==> src/include/csss_map.svh <==
// Purpose: offsets, field positions, reset values and counts of the clock sequencer
// Assumes: 8-bit register port, 4-bit address
// Notes: definitions only
`ifndef CSSS_MAP_SVH
`define CSSS_MAP_SVH

// Register offsets
`define CSSS_ADDR_CTRL 4'h0
`define CSSS_ADDR_STATUS 4'h4
`define CSSS_ADDR_FUSE 4'h8

// Control fields
`define CSSS_CTRL_MODE_LSB 0
`define CSSS_CTRL_MODE_MSB 2
`define CSSS_CTRL_SLEEP_GO 3
`define CSSS_CTRL_NVM_OFF 4
`define CSSS_CTRL_RST 8'h00

// Clock select codes (programmed bit reads zero)
`define CSSS_CK_RC128 4'h3
`define CSSS_CK_RCCAL 4'h2
`define CSSS_CK_EXT 4'h0
`define CSSS_CK_RSVD 4'h1
`define CSSS_CK_FS 3'h3
`define CSSS_CK_LF 3'h2
`define CSSS_FUSE_PROG 1'h0

// Time-out, start-up and prescaler counts, in oscillator cycles
`define CSSS_TOUT_4K 16'h1000
`define CSSS_START_1K 16'h0400
`define CSSS_START_SHORT 16'h0006
`define CSSS_DIV_LAST 3'h7

// Oscillator input lanes
`define CSSS_LANE_WDT 6
`define CSSS_LANE_ASY 7
`endif

==> src/include/csss_pkg.sv <==
// Purpose: types of the clock select and start-up sequencer
// Assumes: nothing
// Notes: numbers live in csss_map.svh
package csss_pkg;
	typedef enum logic [2:0] {
		ST_HOLD = 3'h0,
		ST_TOUT = 3'h1,
		ST_START = 3'h2,
		ST_RUN = 3'h3,
		ST_SLEEP = 3'h4,
		ST_WAKE = 3'h5,
		ST_BAD = 3'h6
	} csss_state_t;

	// Source index equals the oscillator input lane
	typedef enum logic [2:0] {
		SRC_LP = 3'h0,
		SRC_FS = 3'h1,
		SRC_LF = 3'h2,
		SRC_RC128 = 3'h3,
		SRC_RCCAL = 3'h4,
		SRC_EXT = 3'h5,
		SRC_NONE = 3'h7
	} csss_src_t;

	typedef enum logic [2:0] {
		SLP_IDLE = 3'h0,
		SLP_ADC = 3'h1,
		SLP_PDOWN = 3'h2,
		SLP_PSAVE = 3'h3,
		SLP_STBY = 3'h4
	} csss_sleep_t;
endpackage

==> src/csss_presc.sv <==
// Purpose: system prescaler between clock multiplexer and domain gates
// Assumes: tick_i is a one-cycle pulse per source edge
// Notes: divides by eight when div8_i is high
`timescale 1ns/10ps
`include "csss_map.svh"
module csss_presc (
	input wire logic clk_i,
	input wire logic rst_i,
	input wire logic tick_i,
	input wire logic div8_i,
	output logic tick_o
);
	logic [2:0] cnt_r;
	wire last = (cnt_r == `CSSS_DIV_LAST);

	// Count source edges; pass every one or every eighth
	always_ff @(posedge clk_i or posedge rst_i) begin
		if (rst_i) begin
			cnt_r <= 3'h0;
			tick_o <= 1'b0;
		end else begin
			if (tick_i)
				cnt_r <= cnt_r + 3'h1;
			tick_o <= tick_i & (~div8_i | last);
		end
	end

	chk_div_spacing: assert property (@(posedge clk_i) disable iff (rst_i)
		tick_o && div8_i |=> !tick_o [*7])
		else $error("prescaler ticks closer than eight source edges");
endmodule

==> src/csss_top.sv <==
// Purpose: clock source select, prescaler, domain gating and start-up sequencing
// Assumes: oscillators and reset sources arrive as slow pins sampled on clk_i
// Notes: gated domains are given as one-cycle clock ticks on clk_i
//
// The plain strobed port and the register offsets were chosen for this implementation.
`timescale 1ns/10ps
`include "csss_map.svh"
module csss_top #(
	parameter logic [15:0] TOUT_8K_CYC = 16'h2000,
	parameter logic [15:0] START_16K_CYC = 16'h4000,
	parameter logic [15:0] START_32K_CYC = 16'h8000
) (
	input wire logic clk_i,
	input wire logic rst_i,
	input wire logic rst_src_i,
	input wire logic [7:0] osc_i,
	input wire logic [3:0] clock_source_select_i,
	input wire logic [1:0] startup_time_select_i,
	input wire logic divide_by_eight_fuse_i,
	input wire logic async_int_i,
	input wire logic addr_match_i,
	input wire logic periph_int_i,
	input wire logic [3:0] addr_i,
	input wire logic [7:0] wdata_i,
	input wire logic wr_i,
	input wire logic rd_i,
	output logic [7:0] rdata_o,
	output logic int_rst_o,
	output logic core_clock_o,
	output logic peripheral_clock_o,
	output logic nvm_clock_o,
	output logic async_timer_clock_o,
	output logic converter_clock_o
);
	csss_pkg::csss_state_t state_r;
	csss_pkg::csss_state_t state_nxt;
	csss_pkg::csss_src_t src_r;
	csss_pkg::csss_src_t src_dec;
	csss_pkg::csss_sleep_t mode_r;
	logic [7:0] osc_s1_r;
	logic [7:0] osc_s2_r;
	logic [7:0] osc_s3_r;
	logic [2:0] pin_s1_r;
	logic [2:0] pin_s2_r;
	logic [3:0] csel_r;
	logic [1:0] stsel_r;
	logic div8_r;
	logic nvm_off_r;
	logic [15:0] cnt_r;
	logic [15:0] cnt_nxt;
	logic [7:0] rdata_nxt;
	logic presc_tick;

	// Two flops per oscillator lane, third only for edge finding
	genvar g;
	generate
		for (g = 0; g < 8; g++) begin : g_osc
			always_ff @(posedge clk_i or posedge rst_i) begin
				if (rst_i) begin
					osc_s1_r[g] <= 1'b0;
					osc_s2_r[g] <= 1'b0;
					osc_s3_r[g] <= 1'b0;
				end else begin
					osc_s1_r[g] <= osc_i[g];
					osc_s2_r[g] <= osc_s1_r[g];
					osc_s3_r[g] <= osc_s2_r[g];
				end
			end
		end
	endgenerate

	// Reset source and wake pins are asynchronous too
	always_ff @(posedge clk_i or posedge rst_i) begin
		if (rst_i) begin
			pin_s1_r <= 3'h0;
			pin_s2_r <= 3'h0;
		end else begin
			pin_s1_r <= {rst_src_i, async_int_i, addr_match_i};
			pin_s2_r <= pin_s1_r;
		end
	end

	wire [7:0] osc_edge = osc_s2_r & ~osc_s3_r;
	wire ext_rst = pin_s2_r[2];
	wire wdt_tick = osc_edge[`CSSS_LANE_WDT];
	wire asy_tick = osc_edge[`CSSS_LANE_ASY];
	// A stopped peripheral clock cannot see periph_int_i; async pins always wake
	wire wake_async = pin_s2_r[1] | pin_s2_r[0];

	// Fuse decode; zero means programmed
	wire [3:0] ck = clock_source_select_i;
	assign src_dec = ck[3] ? csss_pkg::SRC_LP :
		(ck[3:1] == `CSSS_CK_FS) ? csss_pkg::SRC_FS :
		(ck[3:1] == `CSSS_CK_LF) ? csss_pkg::SRC_LF :
		(ck == `CSSS_CK_RC128) ? csss_pkg::SRC_RC128 :
		(ck == `CSSS_CK_RCCAL) ? csss_pkg::SRC_RCCAL :
		(ck == `CSSS_CK_EXT) ? csss_pkg::SRC_EXT :
		csss_pkg::SRC_NONE;
	wire div8_dec = (divide_by_eight_fuse_i == `CSSS_FUSE_PROG);

	// Fuses are caught only while held in reset, never while running
	always_ff @(posedge clk_i or posedge rst_i) begin
		if (rst_i) begin
			src_r <= csss_pkg::SRC_NONE;
			csel_r <= `CSSS_CK_RSVD;
			stsel_r <= 2'h0;
			div8_r <= 1'b0;
		end else if (state_r == csss_pkg::ST_HOLD) begin
			src_r <= src_dec;
			csel_r <= clock_source_select_i;
			stsel_r <= startup_time_select_i;
			div8_r <= div8_dec;
		end
	end

	// Time-out length from the start-up fuses; 10 and 11 pick the longest
	wire [15:0] tout_lim = (stsel_r == 2'h0) ? 16'h0000 :
		(stsel_r == 2'h1) ? `CSSS_TOUT_4K : TOUT_8K_CYC;
	wire tout_off = (tout_lim == 16'h0000);
	// Crystals need long settling; RC and external clocks only a few edges
	wire xtal = (src_r == csss_pkg::SRC_LP) | (src_r == csss_pkg::SRC_FS);
	wire [15:0] start_lim = xtal ? (csel_r[0] ? START_16K_CYC : `CSSS_START_1K) :
		(src_r == csss_pkg::SRC_LF) ? START_32K_CYC : `CSSS_START_SHORT;

	// Multiplexer: selected lane edge, none for the reserved code
	wire src_ok = (src_r != csss_pkg::SRC_NONE);
	wire src_tick = src_ok & osc_edge[src_r];

	// Prescaler sits after the multiplexer, before every gate but the async timer's, which takes asy_tick directly
	csss_presc u_presc (
		.clk_i(clk_i),
		.rst_i(rst_i),
		.tick_i(src_tick),
		.div8_i(div8_r),
		.tick_o(presc_tick)
	);

	// Register port decode
	wire hit_ctrl = (addr_i == `CSSS_ADDR_CTRL);
	wire hit_stat = (addr_i == `CSSS_ADDR_STATUS);
	wire hit_fuse = (addr_i == `CSSS_ADDR_FUSE);
	wire ctrl_wr = wr_i & hit_ctrl;
	wire sleep_go = ctrl_wr & wdata_i[`CSSS_CTRL_SLEEP_GO];
	wire [2:0] wmode = wdata_i[`CSSS_CTRL_MODE_MSB:`CSSS_CTRL_MODE_LSB];
	wire [7:0] ctrl_rd = {3'h0, nvm_off_r, 1'b0, mode_r};
	wire [7:0] stat_rd = {~src_ok, div8_r, src_r, state_r};
	wire [7:0] fuse_rd = {1'b0, ~div8_r, stsel_r, csel_r};

	// Unmapped addresses read zero; data stands one cycle only
	always_comb begin
		rdata_nxt = 8'h00;
		if (rd_i) begin
			if (hit_ctrl)
				rdata_nxt = ctrl_rd;
			else if (hit_stat)
				rdata_nxt = stat_rd;
			else if (hit_fuse)
				rdata_nxt = fuse_rd;
		end
	end

	// Control register; the go bit is acted on, never stored
	always_ff @(posedge clk_i or posedge rst_i) begin
		if (rst_i) begin
			mode_r <= csss_pkg::SLP_IDLE;
			nvm_off_r <= 1'b0;
		end else if (ctrl_wr) begin
			mode_r <= csss_pkg::csss_sleep_t'(wmode);
			nvm_off_r <= wdata_i[`CSSS_CTRL_NVM_OFF];
		end
	end

	wire deep = (mode_r == csss_pkg::SLP_PDOWN) | (mode_r == csss_pkg::SLP_PSAVE);
	wire io_on_sleep = (mode_r == csss_pkg::SLP_IDLE);
	wire adc_on_sleep = io_on_sleep | (mode_r == csss_pkg::SLP_ADC);
	// A peripheral interrupt is only seen while its clock runs
	wire wake = wake_async | (io_on_sleep & periph_int_i);

	// Sequencer: hold, time-out, start-up, run, sleep and wake
	always_comb begin
		state_nxt = state_r;
		cnt_nxt = cnt_r;
		unique case (state_r)
			csss_pkg::ST_HOLD: begin
				cnt_nxt = 16'h0000;
				if (!ext_rst) begin
					if (src_r == csss_pkg::SRC_NONE)
						state_nxt = csss_pkg::ST_BAD;
					else if (tout_off)
						state_nxt = csss_pkg::ST_START;
					else
						state_nxt = csss_pkg::ST_TOUT;
				end
			end
			csss_pkg::ST_TOUT: begin
				if (wdt_tick) begin
					cnt_nxt = cnt_r + 16'h0001;
					if (cnt_r == tout_lim - 16'h0001) begin
						cnt_nxt = 16'h0000;
						state_nxt = csss_pkg::ST_START;
					end
				end
			end
			csss_pkg::ST_START, csss_pkg::ST_WAKE: begin
				if (src_tick) begin
					cnt_nxt = cnt_r + 16'h0001;
					if (cnt_r == start_lim - 16'h0001) begin
						cnt_nxt = 16'h0000;
						state_nxt = csss_pkg::ST_RUN;
					end
				end
			end
			csss_pkg::ST_RUN: begin
				if (sleep_go)
					state_nxt = csss_pkg::ST_SLEEP;
			end
			csss_pkg::ST_SLEEP: begin
				cnt_nxt = 16'h0000;
				if (wake)
					state_nxt = deep ? csss_pkg::ST_WAKE : csss_pkg::ST_RUN;
			end
			csss_pkg::ST_BAD: begin
				state_nxt = csss_pkg::ST_BAD;
			end
			default: begin
				state_nxt = csss_pkg::ST_HOLD;
				cnt_nxt = 16'h0000;
			end
		endcase
		// Any other reset source restarts the whole sequence
		if (ext_rst) begin
			state_nxt = csss_pkg::ST_HOLD;
			cnt_nxt = 16'h0000;
		end
	end

	// Sleep and wake while deep sleep never pass the time-out again
	always_ff @(posedge clk_i or posedge rst_i) begin
		if (rst_i) begin
			state_r <= csss_pkg::ST_HOLD;
			cnt_r <= 16'h0000;
		end else begin
			state_r <= state_nxt;
			cnt_r <= cnt_nxt;
		end
	end

	// Domain enables, one per domain
	wire run = (state_r == csss_pkg::ST_RUN);
	wire slp = (state_r == csss_pkg::ST_SLEEP);
	wire core_en = run;
	wire nvm_en = run & ~nvm_off_r;
	wire io_en = run | (slp & io_on_sleep);
	wire adc_en = run | (slp & adc_on_sleep);
	// Timer crystal is its own lane, alive in any sleep mode
	wire asy_en = run | slp | (state_r == csss_pkg::ST_WAKE);

	// Outputs all flop; internal reset is held until the run state
	always_ff @(posedge clk_i or posedge rst_i) begin
		if (rst_i) begin
			rdata_o <= 8'h00;
			int_rst_o <= 1'b1;
			core_clock_o <= 1'b0;
			peripheral_clock_o <= 1'b0;
			nvm_clock_o <= 1'b0;
			async_timer_clock_o <= 1'b0;
			converter_clock_o <= 1'b0;
		end else begin
			rdata_o <= rdata_nxt;
			int_rst_o <= ~(run | slp);
			core_clock_o <= presc_tick & core_en;
			peripheral_clock_o <= presc_tick & io_en;
			nvm_clock_o <= presc_tick & nvm_en;
			async_timer_clock_o <= asy_tick & asy_en;
			converter_clock_o <= presc_tick & adc_en;
		end
	end

	chk_decode_sel: assert property (@(posedge clk_i) disable iff (rst_i)
		state_r == csss_pkg::ST_HOLD && ck == `CSSS_CK_RCCAL
		|=> src_r == csss_pkg::SRC_RCCAL)
		else $error("calibrated RC code not decoded");

	chk_fuse_polarity: assert property (@(posedge clk_i) disable iff (rst_i)
		state_r == csss_pkg::ST_HOLD |=> div8_r == !$past(divide_by_eight_fuse_i))
		else $error("divide fuse polarity wrong");

	chk_default_fuse: assert property (@(posedge clk_i) disable iff (rst_i)
		state_r == csss_pkg::ST_HOLD && ck == `CSSS_CK_RCCAL
		&& startup_time_select_i == 2'h2 && !divide_by_eight_fuse_i
		|=> div8_r && tout_lim == TOUT_8K_CYC && start_lim == `CSSS_START_SHORT)
		else $error("shipped fuse setting not honoured");

	chk_tout_held: assert property (@(posedge clk_i) disable iff (rst_i)
		state_r == csss_pkg::ST_TOUT |=> int_rst_o)
		else $error("internal reset dropped during time-out");

	chk_tout_length: assert property (@(posedge clk_i) disable iff (rst_i)
		state_r == csss_pkg::ST_TOUT && state_nxt == csss_pkg::ST_START
		|-> wdt_tick && cnt_r == tout_lim - 16'h0001)
		else $error("time-out ended at wrong count");

	chk_start_length: assert property (@(posedge clk_i) disable iff (rst_i)
		state_r == csss_pkg::ST_START && state_nxt == csss_pkg::ST_RUN
		|-> src_tick && cnt_r == start_lim - 16'h0001)
		else $error("start-up ended at wrong count");

	chk_release_run: assert property (@(posedge clk_i) disable iff (rst_i)
		$fell(int_rst_o) |-> $past(state_r) == csss_pkg::ST_RUN)
		else $error("reset released before start-up finished");

	chk_wake_path: assert property (@(posedge clk_i) disable iff (rst_i)
		slp && wake && !ext_rst |=> state_r == (deep ? csss_pkg::ST_WAKE : csss_pkg::ST_RUN))
		else $error("wake did not skip the time-out");

	chk_core_gate: assert property (@(posedge clk_i) disable iff (rst_i)
		core_clock_o |-> $past(state_r) == csss_pkg::ST_RUN)
		else $error("core clock outside run");

	chk_nvm_follow: assert property (@(posedge clk_i) disable iff (rst_i)
		!$past(nvm_off_r) |-> nvm_clock_o == core_clock_o)
		else $error("memory clock not with core clock");

	chk_async_wake: assert property (@(posedge clk_i) disable iff (rst_i)
		slp && !ext_rst ##0 pin_s2_r[1] |=> !slp)
		else $error("async interrupt missed in sleep");

	chk_asy_sleep: assert property (@(posedge clk_i) disable iff (rst_i)
		slp && asy_tick |=> async_timer_clock_o)
		else $error("async timer stopped in sleep");

	chk_adc_quiet: assert property (@(posedge clk_i) disable iff (rst_i)
		slp && mode_r == csss_pkg::SLP_ADC && presc_tick
		|=> converter_clock_o && !core_clock_o && !peripheral_clock_o)
		else $error("converter clock not alone in noise sleep");

	chk_src_fixed: assert property (@(posedge clk_i) disable iff (rst_i)
		state_r != csss_pkg::ST_HOLD |=> $stable(src_r))
		else $error("source changed out of reset");

	chk_bad_quiet: assert property (@(posedge clk_i) disable iff (rst_i)
		state_r == csss_pkg::ST_BAD |=> int_rst_o && !core_clock_o && !converter_clock_o)
		else $error("clock released on reserved code");

	cov_boot: cover property (@(posedge clk_i) disable iff (rst_i)
		state_r == csss_pkg::ST_TOUT ##1 state_r == csss_pkg::ST_START);
	cov_deep_wake: cover property (@(posedge clk_i) disable iff (rst_i)
		state_r == csss_pkg::ST_WAKE ##1 state_r == csss_pkg::ST_RUN);
	cov_idle_wake: cover property (@(posedge clk_i) disable iff (rst_i)
		slp && io_on_sleep ##1 run);
	cov_reserved: cover property (@(posedge clk_i) disable iff (rst_i)
		state_r == csss_pkg::ST_BAD);
endmodule

==> config.mk <==
export PLATFORM = sky130hd
export DESIGN_NAME = csss_top
export DESIGN_NICKNAME = d
export VERILOG_FILES = /design/src/include/csss_pkg.sv /design/src/csss_presc.sv /design/src/csss_top.sv
export VERILOG_INCLUDE_DIRS = /design/src /design/src/include
export SDC_FILE = /design/constraint.sdc
export NUM_CORES = 1
export LEC_CHECK = 0
export BUFFER_PORTS_ARGS = -buffer_cell sky130_fd_sc_hd__buf_2
export CAP_MARGIN = 20
export CORE_AREA = 4 4 101 103
export CTS_CLUSTER_DIAMETER = 120
export DETAILED_ROUTE_END_ITERATION = 10
export DIE_AREA = 0 0 105 107
export PLACE_DENSITY = 0.59
export SKIP_CTS_REPAIR_TIMING = 1
export SLEW_MARGIN = 20
export SYNTH_ARGS = -nofsm -noshare
export SYNTH_HDL_FRONTEND = slang
export SYNTH_SLANG_ARGS = --single-unit
==> constraint.sdc <==
create_clock -name clk_i -period 3.5 [get_ports clk_i]
set_input_delay 0.7 -clock clk_i [delete_from_list [all_inputs] [get_ports clk_i]]
set_output_delay 0.7 -clock clk_i [all_outputs]
set_load 0.02 [all_outputs]
==> results of run 1 <==
==> layer usage <==
layer	track usage [%]	vias to the layer above	share of wire [%]
met2	21.2	49	45
met4	7.03	0	2.1
met3	2.59	13	3.5
met1	19.9	1307	49
met5	0	-	0
li1	-	1347	-
==> kinds of logic (layout without fill, tap and decap cells) <==
logic type / after synthesis / after routing / synth area share [%]
muxes: 9 / 9 / 2.69
buffers and inverters: 26 / 73 / 3.52
xor gates and xnor gates: 2 / 2 / 0.483
adders and majority gates: 3 / 3 / 1.03
and+or+nand+nor: 144 / 144 / 20.4
AOI/OAI and AO/OA: 84 / 84 / 15.9
DFF: 81 / 81 / 56.0
==> cells in the mapped netlist, types with 4 or more instances <==
| cell type | count |
|---|---|
| nand2b_1 | 8 |
| inv_1 | 11 |
| nor3_1 | 7 |
| clkbuf_1 | 5 |
| nand2_1 | 48 |
| nor2_1 | 22 |
| o21ai_0 | 13 |
| or4_1 | 6 |
| nor2b_1 | 8 |
| o211ai_1 | 4 |
| dfstp_2 | 5 |
| buf_2 | 6 |
| o31ai_1 | 7 |
| and3_1 | 5 |
| mux2_2 | 6 |
| nand3_1 | 7 |
| a21oi_1 | 28 |
| dfrtp_1 | 76 |
| or3_1 | 8 |
| nor4_1 | 6 |
==> where the power goes <==
part           internal, uW  total (uW)  switching [uW]
Clock                   266         623             357
Sequential             1090        1270             176
Combinational           286         727             440
==> layout make-up <==
cell class / instances / area, sq um / share of cell area (%)
inverters: 11 / 43.8 / 1.07
clock buffers: 10 / 128 / 3.12
well taps: 111 / 139 / 3.39
clock inverters: 6 / 51.3 / 1.25
multi-input cells: 242 / 1470 / 35.9
repair buffers: 46 / 233 / 5.68
flip-flops and latches: 81 / 2030 / 49.6
==> through the flow <==
step	total power [uW]	hold slack, ns
3_5_place_dp	2020	0.335
4_1_cts	2650	0.355
2_1_floorplan	1830	0.331
5_1_grt	2800	0.357
3_3_place_gp	2000	0.333
6_report	2620	0.352
==> sequential cells by signal, summed over array words and instances, names as in the netlist, 2 cells and up <==
| name | flops |
|---|---|
| csel_r | 4 |
| rdata_o | 8 |
| u_presc.cnt_r | 3 |
| osc_s3_r | 8 |
| cnt_r | 16 |
| src_r | 3 |
| osc_s2_r | 8 |
| osc_s1_r | 8 |
| state_r | 3 |
| pin_s2_r | 3 |
| pin_s1_r | 3 |
| mode_r | 3 |
| stsel_r | 2 |
==> critical path, stage by stage (launching register included) <==
cell and delay (ns):
dfstp_2 0.64, and2_1 0.27, a221oi_2 0.10, a32oi_2 0.42, a21o_1 0.64, o21ai_0 0.16
a21oi_1 0.18
==> cell usage in the layout, fill, tap and decap left out, types with 5 or more instances in the layout <==
cell type	Yosys	final
o31ai_1	7	7
nor3_1	7	7
nor2_1	22	22
dfrtp_1	76	76
inv_1	11	10
dfstp_2	5	5
and3_1	5	5
nand3_1	7	7
o21ai_0	13	13
or4_1	6	6
a21oi_1	28	28
clkbuf_8	0	9
mux2_2	6	6
nor2b_1	8	8
buf_2	6	45
or3_1	8	8
nor4_1	6	6
nand2b_1	8	8
nand2_1	48	48
==> how the worst min path moves through the flow <==
stage | end | from | depth (start not counted) | slack, ns
CTS | osc_s2_r[1] | osc_s1_r[1] | 0 | 0.35
finish | osc_s2_r[1] | osc_s1_r[1] | 0 | 0.35
detailed placement | osc_s2_r[2] | osc_s1_r[2] | 0 | 0.33
global placement | osc_s2_r[1] | osc_s1_r[1] | 0 | 0.33
floorplan | osc_s2_r[0] | osc_s1_r[0] | 0 | 0.33
global route | osc_s2_r[1] | osc_s1_r[1] | 0 | 0.36
==> flow_summary.yaml, run 1 <==
sta:
  fin_setup_tns_ns: 0
  finalMaxSlewViolations: 0
  timing.final.crit_share_pct: 71.3
  relSlewSlack_pct: 39.0
  hold_viol_final: 0
  setup_viol: 0
  max_freq_ghz: 0.401
  grt_setup_unrepaired: "no"
  setup_slack_ns: 1.00
  tightest_slew_ns: 0.907
  post-route-min-period_ns: 2.50
  clock_skew_ns: 0.0108
pwr:
  leakagePower_uw: 0.00182
  p_per_area_nw_per_um2: 639
  peakVddDrop_uv: 393
global_routing:
  grt_pass1_vias: 2682
  track_usage_pct: 14.2
  grt_pass1_wl_microns: 13000
  antenna_found_initial: 0
  grt_max_degree: 64
  overflow: 0
clock_network:
  cts-htree-levels: 3
  tritoncts: "built"
  clock_sinks: 81
  cts_root_buf: "clkbuf_8"
  clockBufferDepth: 2
  clkLatencyLatePin_ns: 0.36
  clk_pin_slew_ns: 0.09
  cts_buffers: 9
placed_design:
  io_buffers: 45
  placed_cell_area_sq_um: 3920
  dp_hpwl_microns: 5390
  routabilityCongestion: 0.862
  dp_slack_ns: 0.988
  dp.cells: 491
synth:
  yosys.area.top_type: "dfrtp_1"
  yosysTopAreaCellShare_pct: 52.4
  synth.net_count: 387
  syn_inst: 349
  synth_area_leaders: "dfrtp_1 52%, nand2_1 5.0%, a21oi_1 3.9%, dfstp_2 3.6%, nor2_1 2.3%"
  synth_cell_types: 57
  syn_area_sq_um: 3630
  postSynth.asyncResetShare_pct: 100
  synthFlopType: "dfrtp_1"
  synth_edf_count: 0
  syn_area_per_cell_sq_um: 10.4
  ys_ff_latch: 81
  ys_seq_area_share_pct: 56.0
  synth-warning-count: 0
detailed_routing:
  vias: 2716
  drcViolationCount: 0
  viasPerCell: 5.36
  drt_iter0_drc: 94
  wl_per_cell_microns: 15.1
  wl_microns: 7660
  dr.pass1.iters: 4
  ant_nets: 0
die:
  rows: 35
  pin_count: 49
  die_h_microns: 107
  die-area_sq_um: 11200
  start_util_pct: 39.5
  core_sq_um: 9200
  fp.dieW_microns: 105
finish:
  area_growth_syn_to_layout_pct: 12.9
  drive_gt1_share_pct: 19.9
  fin_cells: 507
  nFillCells: 895
  diodes: 0
  fin_util_pct: 44.5
  layout.nets: 429
  fin_area_sq_um: 4100
critical_path:
  worstReg2RegEnd: "cnt_r[12]"
  crit_start: "src_r[0]"
  crit_end: "cnt_r[12]"
  crit_path_max_fanout: 26
  regToRegStartpoint: "src_r[0]"
  cp_data_arrival_time_ns: 2.77
  r2r_cells: 6
  crit_required_ns: 3.77
  r2r_slack_ns: 1.00
  end_kind: "register"
  worst_setup_path_start_kind: "register"
  path_class: "reg2reg"
min_path:
  min_path_type: "reg2reg"
run:
  drv_cap: 0
status:
  status: "completed"
Note: power is estimated with default switching activity, not from simulation.
==> run 2, diff against run 1 <==
--- a/config.mk
+++ b/config.mk
@@ -6,13 +6,14 @@
 export SDC_FILE = /design/constraint.sdc
 export NUM_CORES = 1
 export LEC_CHECK = 0
+export ABC_AREA = 1
 export BUFFER_PORTS_ARGS = -buffer_cell sky130_fd_sc_hd__buf_2
 export CAP_MARGIN = 20
-export CORE_AREA = 4 4 101 103
+export CORE_AREA = 4 4 103 105
 export CTS_CLUSTER_DIAMETER = 120
 export DETAILED_ROUTE_END_ITERATION = 10
-export DIE_AREA = 0 0 105 107
-export PLACE_DENSITY = 0.59
+export DIE_AREA = 0 0 107 109
+export PLACE_DENSITY = 0.61
 export SKIP_CTS_REPAIR_TIMING = 1
 export SLEW_MARGIN = 20
 export SYNTH_ARGS = -nofsm -noshare
==> constraint.sdc (replaced) <==
create_clock -name clk_i -period 2 [get_ports clk_i]
set_input_delay 0.4 -clock clk_i [delete_from_list [all_inputs] [get_ports clk_i]]
set_output_delay 0.4 -clock clk_i [all_outputs]
set_load 0.02 [all_outputs]
==> run 2 against run 1 <==
Clock skew rose by 0.0032 ns. Die area rose by 3.8%. Combinational power rose by 110%. Highest routed layer unchanged. Critical path type unchanged. Global-route usage rose by 0.94 points. Non-clock buffer count rose by 12. First-iteration DRC count rose by 73%. Area after synthesis rose by 4.4%. Critical path depth rose by 4. Cell area rose by 9.6%. Register-to-register slack got worse by 0.82 ns.
==> flow_summary.yaml, run 2 <==
critical_path:
  regToRegStartpoint: "state_r[1]"
  critical_path_buf_inv_count: 2
  worstReg2RegEnd: "cnt_r[10]"
  critical_path.cell_chain: "inv_1 -> nand3_1 -> a21oi_2 -> nand3_4 -> nand3_4 -> buf_4 -> nor2_1 -> nand2_1 -> nand2_1 -> nor2_1"
  slowest_delay_ns: 0.48
  slowest_stage: "dfrtp_1"
  path_class: "reg2reg"
  crit_start: "state_r[1]"
  r2r_slack_ns: 0.19
  worst_setup_path_start_kind: "register"
  end_kind: "register"
  cpLargestDelayFamily: "simple AND/OR/NAND/NOR gates"
  crit_path_max_fanout: 10
  r2r_cells: 10
  crit_required_ns: 2.28
  cp_data_arrival_time_ns: 2.09
sta:
  post-route-min-period_ns: 1.81
  hold_viol_final: 0
  setup_slack_ns: 0.188
  fin_setup_tns_ns: 0
  clock_skew_ns: 0.0140
  relSlewSlack_pct: 59.9
  max_freq_ghz: 0.552
  grt_setup_unrepaired: "no"
  timing.final.crit_share_pct: 90.6
  finalMaxSlewViolations: 0
  tightest_slew_ns: 0.602
  setup_viol: 0
global_routing:
  overflow: 0
  grt_pass1_vias: 3010
  grt_max_degree: 50
  grt_pass1_wl_microns: 14000
  antenna_found_initial: 0
  track_usage_pct: 15.2
pwr:
  p_per_area_nw_per_um2: 1110
  p_int_uw: 3150
  peakVddDrop_uv: 728
  leakagePower_uw: 0.00232
  p_sw_share_pct: 36.7
  clkPwrFrac_pct: 27.4
  p_comb_share_pct: 30.4
  power_frac_seq_pct: 42.2
  power_switching_uw: 1830
synth:
  ys_top_cells_by_count: "120 x nand2_1, 76 x dfrtp_1, 62 x inv_1"
  synth.net_count: 494
  ys_ff_latch: 81
  synth_edf_count: 0
  syn_inst: 456
  synthFlopType: "dfrtp_1"
  syn_area_per_cell_sq_um: 8.31
  synth_cell_types: 34
  yosysTopAreaCellShare_pct: 50.2
  yosys.area.top_type: "dfrtp_1"
  ys_seq_area_share_pct: 53.6
  syn_area_sq_um: 3790
  synth-warning-count: 0
  synth.most_common_cell: "nand2_1"
  postSynth.asyncResetShare_pct: 100
  synth_area_leaders: "dfrtp_1 50%, nand2_1 12%, inv_1 6.1%, nor2_1 5.4%, nand3_1 4.0%"
finish:
  layout.nets: 557
  regMostFlops: "cnt_r"
  area_growth_syn_to_layout_pct: 18.5
  largest_reg_flops: 16
  diodes: 0
  drive_gt1_share_pct: 19.3
  nFillCells: 992
  final_common_cell: "nand2_1"
  layout_common_cells: "118 x nand2_1, 76 x dfrtp_1, 61 x inv_1"
placed_design:
  dp_hpwl_microns: 6090
  io_buffers: 45
  routabilityCongestion: 0.978
  dp_slack_ns: 0.151
clock_network:
  cts_buffers: 9
  tritoncts: "built"
  clk_pin_slew_ns: 0.09
  cts_root_buf: "clkbuf_8"
  clockBufferDepth: 2
  cts-htree-levels: 3
  clock_sinks: 81
  clkLatencyLatePin_ns: 0.35
die:
  core_sq_um: 9640
  pin_count: 49
  fp.dieW_microns: 107
  rows: 36
  start_util_pct: 39.3
  die_h_microns: 109
  die-area_sq_um: 11700
detailed_routing:
  drcViolationCount: 0
  wl_microns: 8270
  drt_iter0_drc: 163
  vias: 3177
  dr.pass1.iters: 4
  ant_nets: 0
  viasPerCell: 4.84
  wl_per_cell_microns: 12.6
status:
  status: "completed"
run:
  drv_cap: 0
min_path:
  min_path_type: "in2async"
==> run 2: changes by cell type after synthesis, moves of 13 or more <==
cell	previous run	this run
nor2_1	22	55
nand3_1	7	30
nand4_1	3	21
a21oi_1	28	15
nand2_1	48	120
inv_1	11	62
==> run 2: power by group through the flow <==
stage          sequential, uW  clock [uW]  combinational, uW
6_report                 2100        1360               1510
5_1_grt                  2140        1480               1740
4_1_cts                  2100        1410               1470
3_5_place_dp             2130           0               1470
3_3_place_gp             2130           0               1430
2_1_floorplan            2100           0               1070
==> run 2: final cells by class <==
type                            instances  area, sq um  area share (%)
Sequential cell                        81         2030            45.3
Multi-Input combinational cell        301         1480            32.9
Timing Repair Buffer                   58          323            7.19
Inverter                               68          264            5.88
Tap cell                              133          166            3.71
Clock buffer                           10          128            2.84
Clock inverter                          6         97.6            2.17
==> run 2: how the worst max path moves through the flow <==
stage	end	slack, ns	cells past startpoint
6_report	cnt_r[10]	0.19	10
5_1_grt	cnt_r[2]	0.02	10
4_1_cts	cnt_r[4]	0.11	9
3_5_place_dp	cnt_r[4]	0.15	9
3_3_place_gp	cnt_r[15]	0.17	9
2_1_floorplan	cnt_r[14]	0.42	11
==> run 2: kinds of logic (layout without fill, tap and decap cells) <==
kind of cell             count (synthesis)  count (layout)  synth area share (%)
AO/OA/AOI/OAI                           50              50                  7.53
AND/OR/NAND/NOR                        241             241                  28.2
buffers and inverters                   74             142                  7.86
flip-flops                              81              81                  53.6
adder cells (fa/ha/maj)                  3               3                 0.991
multiplexers                             2               2                 0.594
XOR/XNOR                                 5               5                  1.16
==> run 2: layer usage <==
layer | part of all wire (%) | vias to the layer above | GRT usage [%] | wire, microns
met5 | 0 | - | 0 | 0
met4 | 1.6 | 0 | 6.58 | 131
met3 | 5.3 | 14 | 3.08 | 437
met2 | 47 | 82 | 24.2 | 3910
met1 | 46 | 1491 | 20.2 | 3790
li1 | - | 1590 | - | -
==> run 2: through the flow <==
step                std cells  hold WS [ns]  util, %  area [sq um]  power, uW
floorplan                 456         0.331        -          3790       3170
global placement          641         0.331     44.0          4240       3560
detailed placement        641         0.336     44.0          4240       3600
CTS                       657         0.121     46.3          4470       4980
global route              657         0.124     46.6          4490       5360
finish                    657         0.143     46.6          4490       4980
==> run 2: worst min-delay path, stage by stage <==
cell	delay, ns
buf_2	0.11
clkinvlp_4	0.06
buf_4	0.35
==> run 3, diff against run 2 <==
--- a/config.mk
+++ b/config.mk
@@ -9,11 +9,11 @@
 export ABC_AREA = 1
 export BUFFER_PORTS_ARGS = -buffer_cell sky130_fd_sc_hd__buf_2
 export CAP_MARGIN = 20
-export CORE_AREA = 4 4 103 105
+export CORE_AREA = 4 4 104 106
 export CTS_CLUSTER_DIAMETER = 120
 export DETAILED_ROUTE_END_ITERATION = 10
-export DIE_AREA = 0 0 107 109
-export PLACE_DENSITY = 0.61
+export DIE_AREA = 0 0 108 110
+export PLACE_DENSITY = 0.6
 export SKIP_CTS_REPAIR_TIMING = 1
 export SLEW_MARGIN = 20
 export SYNTH_ARGS = -nofsm -noshare
==> run 3 against run 2 <==
Flip-flop and latch count did not move. First-iteration DRC count rose by 50%. Critical path type unchanged. Wire length fell by 1.5%. Critical endpoint unchanged. Die area rose by 1.9%.
==> flow_summary.yaml, run 3 (synthesized netlist as in run 2, its figures left out) <==
status:
  status: "completed"
detailed_routing:
  vias: 3147
  viasPerCell: 4.79
  ant_nets: 0
  dr.pass1.iters: 4
  drt_iter0_drc: 245
  drcViolationCount: 0
  wl_per_cell_microns: 12.4
  wl_microns: 8150
sta:
  tightest_slew_ns: 0.549
  post-route-min-period_ns: 1.87
  fin_setup_tns_ns: 0
  clock_skew_ns: 0.00679
  max_freq_ghz: 0.535
  setup_viol: 0
  relSlewSlack_pct: 63.1
  hold_viol_final: 0
  timing.final.crit_share_pct: 93.4
  finalMaxSlewViolations: 0
  whs_ns: 0.144
  grt_setup_unrepaired: "no"
clock_network:
  cts_buffers: 9
  clkLatencyLatePin_ns: 0.35
  cts_root_buf: "clkbuf_8"
  clockBufferDepth: 2
  cts-htree-levels: 3
  tritoncts: "built"
  clock_sinks: 81
  clk_pin_slew_ns: 0.09
critical_path:
  path_class: "reg2reg"
  crit_required_ns: 2.24
  crit_path_max_fanout: 8
  cp_data_arrival_time_ns: 2.11
  slowest_stage: "dfstp_2"
  slowest_delay_ns: 0.59
  end_kind: "register"
  critical_path.cell_chain: "inv_1 -> nand3_1 -> nand3_1 -> nand3_4 -> nand3_4 -> buf_4 -> nor2_1 -> nand2_1 -> nand2_1 -> nor2_1"
  worst_setup_path_start_kind: "register"
die:
  rows: 36
  die-area_sq_um: 11900
  fp.dieW_microns: 108
  start_util_pct: 38.8
  core_sq_um: 9770
  pin_count: 49
  die_h_microns: 110
global_routing:
  grt_pass1_vias: 3016
  grt_pass1_wl_microns: 14100
  grt_max_degree: 82
  overflow: 0
  antenna_found_initial: 0
  track_usage_pct: 15.1
finish:
  area_growth_syn_to_layout_pct: 17.4
  largest_reg_flops: 16
  fin_util_pct: 45.5
  fin_cells: 657
  fin_area_sq_um: 4450
  drive_gt1_share_pct: 18.9
  diodes: 0
  nFillCells: 982
  layout_common_cells: "120 x nand2_1, 75 x dfrtp_1, 61 x inv_1"
  regMostFlops: "cnt_r"
  final_common_cell: "nand2_1"
  layout.nets: 557
min_path:
  min_path_type: "in2reg"
placed_design:
  dp.cells: 640
  io_buffers: 45
  placed_cell_area_sq_um: 4250
  dp_hpwl_microns: 6070
  routabilityCongestion: 0.937
pwr:
  p_per_area_nw_per_um2: 1060
  peakVddDrop_uv: 548
  leakagePower_uw: 0.00231
run:
  drv_cap: 0
run 3: cell count changes in the layout (fill, tap and decap cells not counted), moves of 2 or more:
cell / before / now
nand2_2: 4 / 2
nor2_1: 53 / 55
nand2_1: 118 / 120
clkinv_2: 0 / 2
bufinv_16: 2 / 0
nor2_2: 2 / 0
run 3: power by group:
group | internal [uW] | total (uW) | switching (uW)
registers | 1910 | 2110 | 198
clock network | 477 | 1130 | 655
logic | 513 | 1490 | 978
total | 2900 | 4730 | 1830
run 3: final timing paths:
kind | startpoint | end | slack (ns) | depth (start not counted)
worst min-delay path | osc_i[0] | osc_s1_r[0] | 0.14 | 1
worst max register to register | src_r[1] | cnt_r[10] | 0.13 | 10
worst min register to register | osc_s1_r[6] | osc_s2_r[6] | 0.35 | 0
min in group asynchronous | rst_i | osc_s1_r[2] | 0.15 | 3
max in group asynchronous | rst_i | int_rst_o | 1.49 | 3
worst max-delay path | src_r[1] | cnt_r[10] | 0.13 | 10
run 3: final cells by class:
| cell class | instances | area, sq um | area share, % |
|---|---|---|---|
| Sequential cell | 81 | 2030 | 45.7 |
| Multi-Input combinational cell | 301 | 1470 | 33.0 |
| Timing Repair Buffer | 58 | 335 | 7.54 |
| Inverter | 68 | 262 | 5.88 |
| Tap cell | 133 | 166 | 3.74 |
| Clock buffer | 9 | 124 | 2.78 |
| Clock inverter | 7 | 58.8 | 1.32 |
run 3: critical path: cells and delay by family (launching register included):
family / cells / cell delay [ns]
DFF: 1 / 0.59
buffers and inverters: 2 / 0.31
and+or+nand+nor: 8 / 0.85
run 3: per-stage QoR:
| stage | setup WS, ns | power [uW] |
|---|---|---|
| floorplan | 0.422 | 3170 |
| global placement | 0.157 | 3560 |
| detailed placement | 0.126 | 3600 |
| CTS | 0.0901 | 4740 |
| global route | 0.00162 | 5110 |
| finish | 0.132 | 4730 |
run 3: layer usage:
layer  share of wire (%)  global-route usage, %
met5                   0                      0
met4                 1.7                   5.68
met3                 4.0                   3.49
met2                  47                   24.0
met1                  47                   20.4
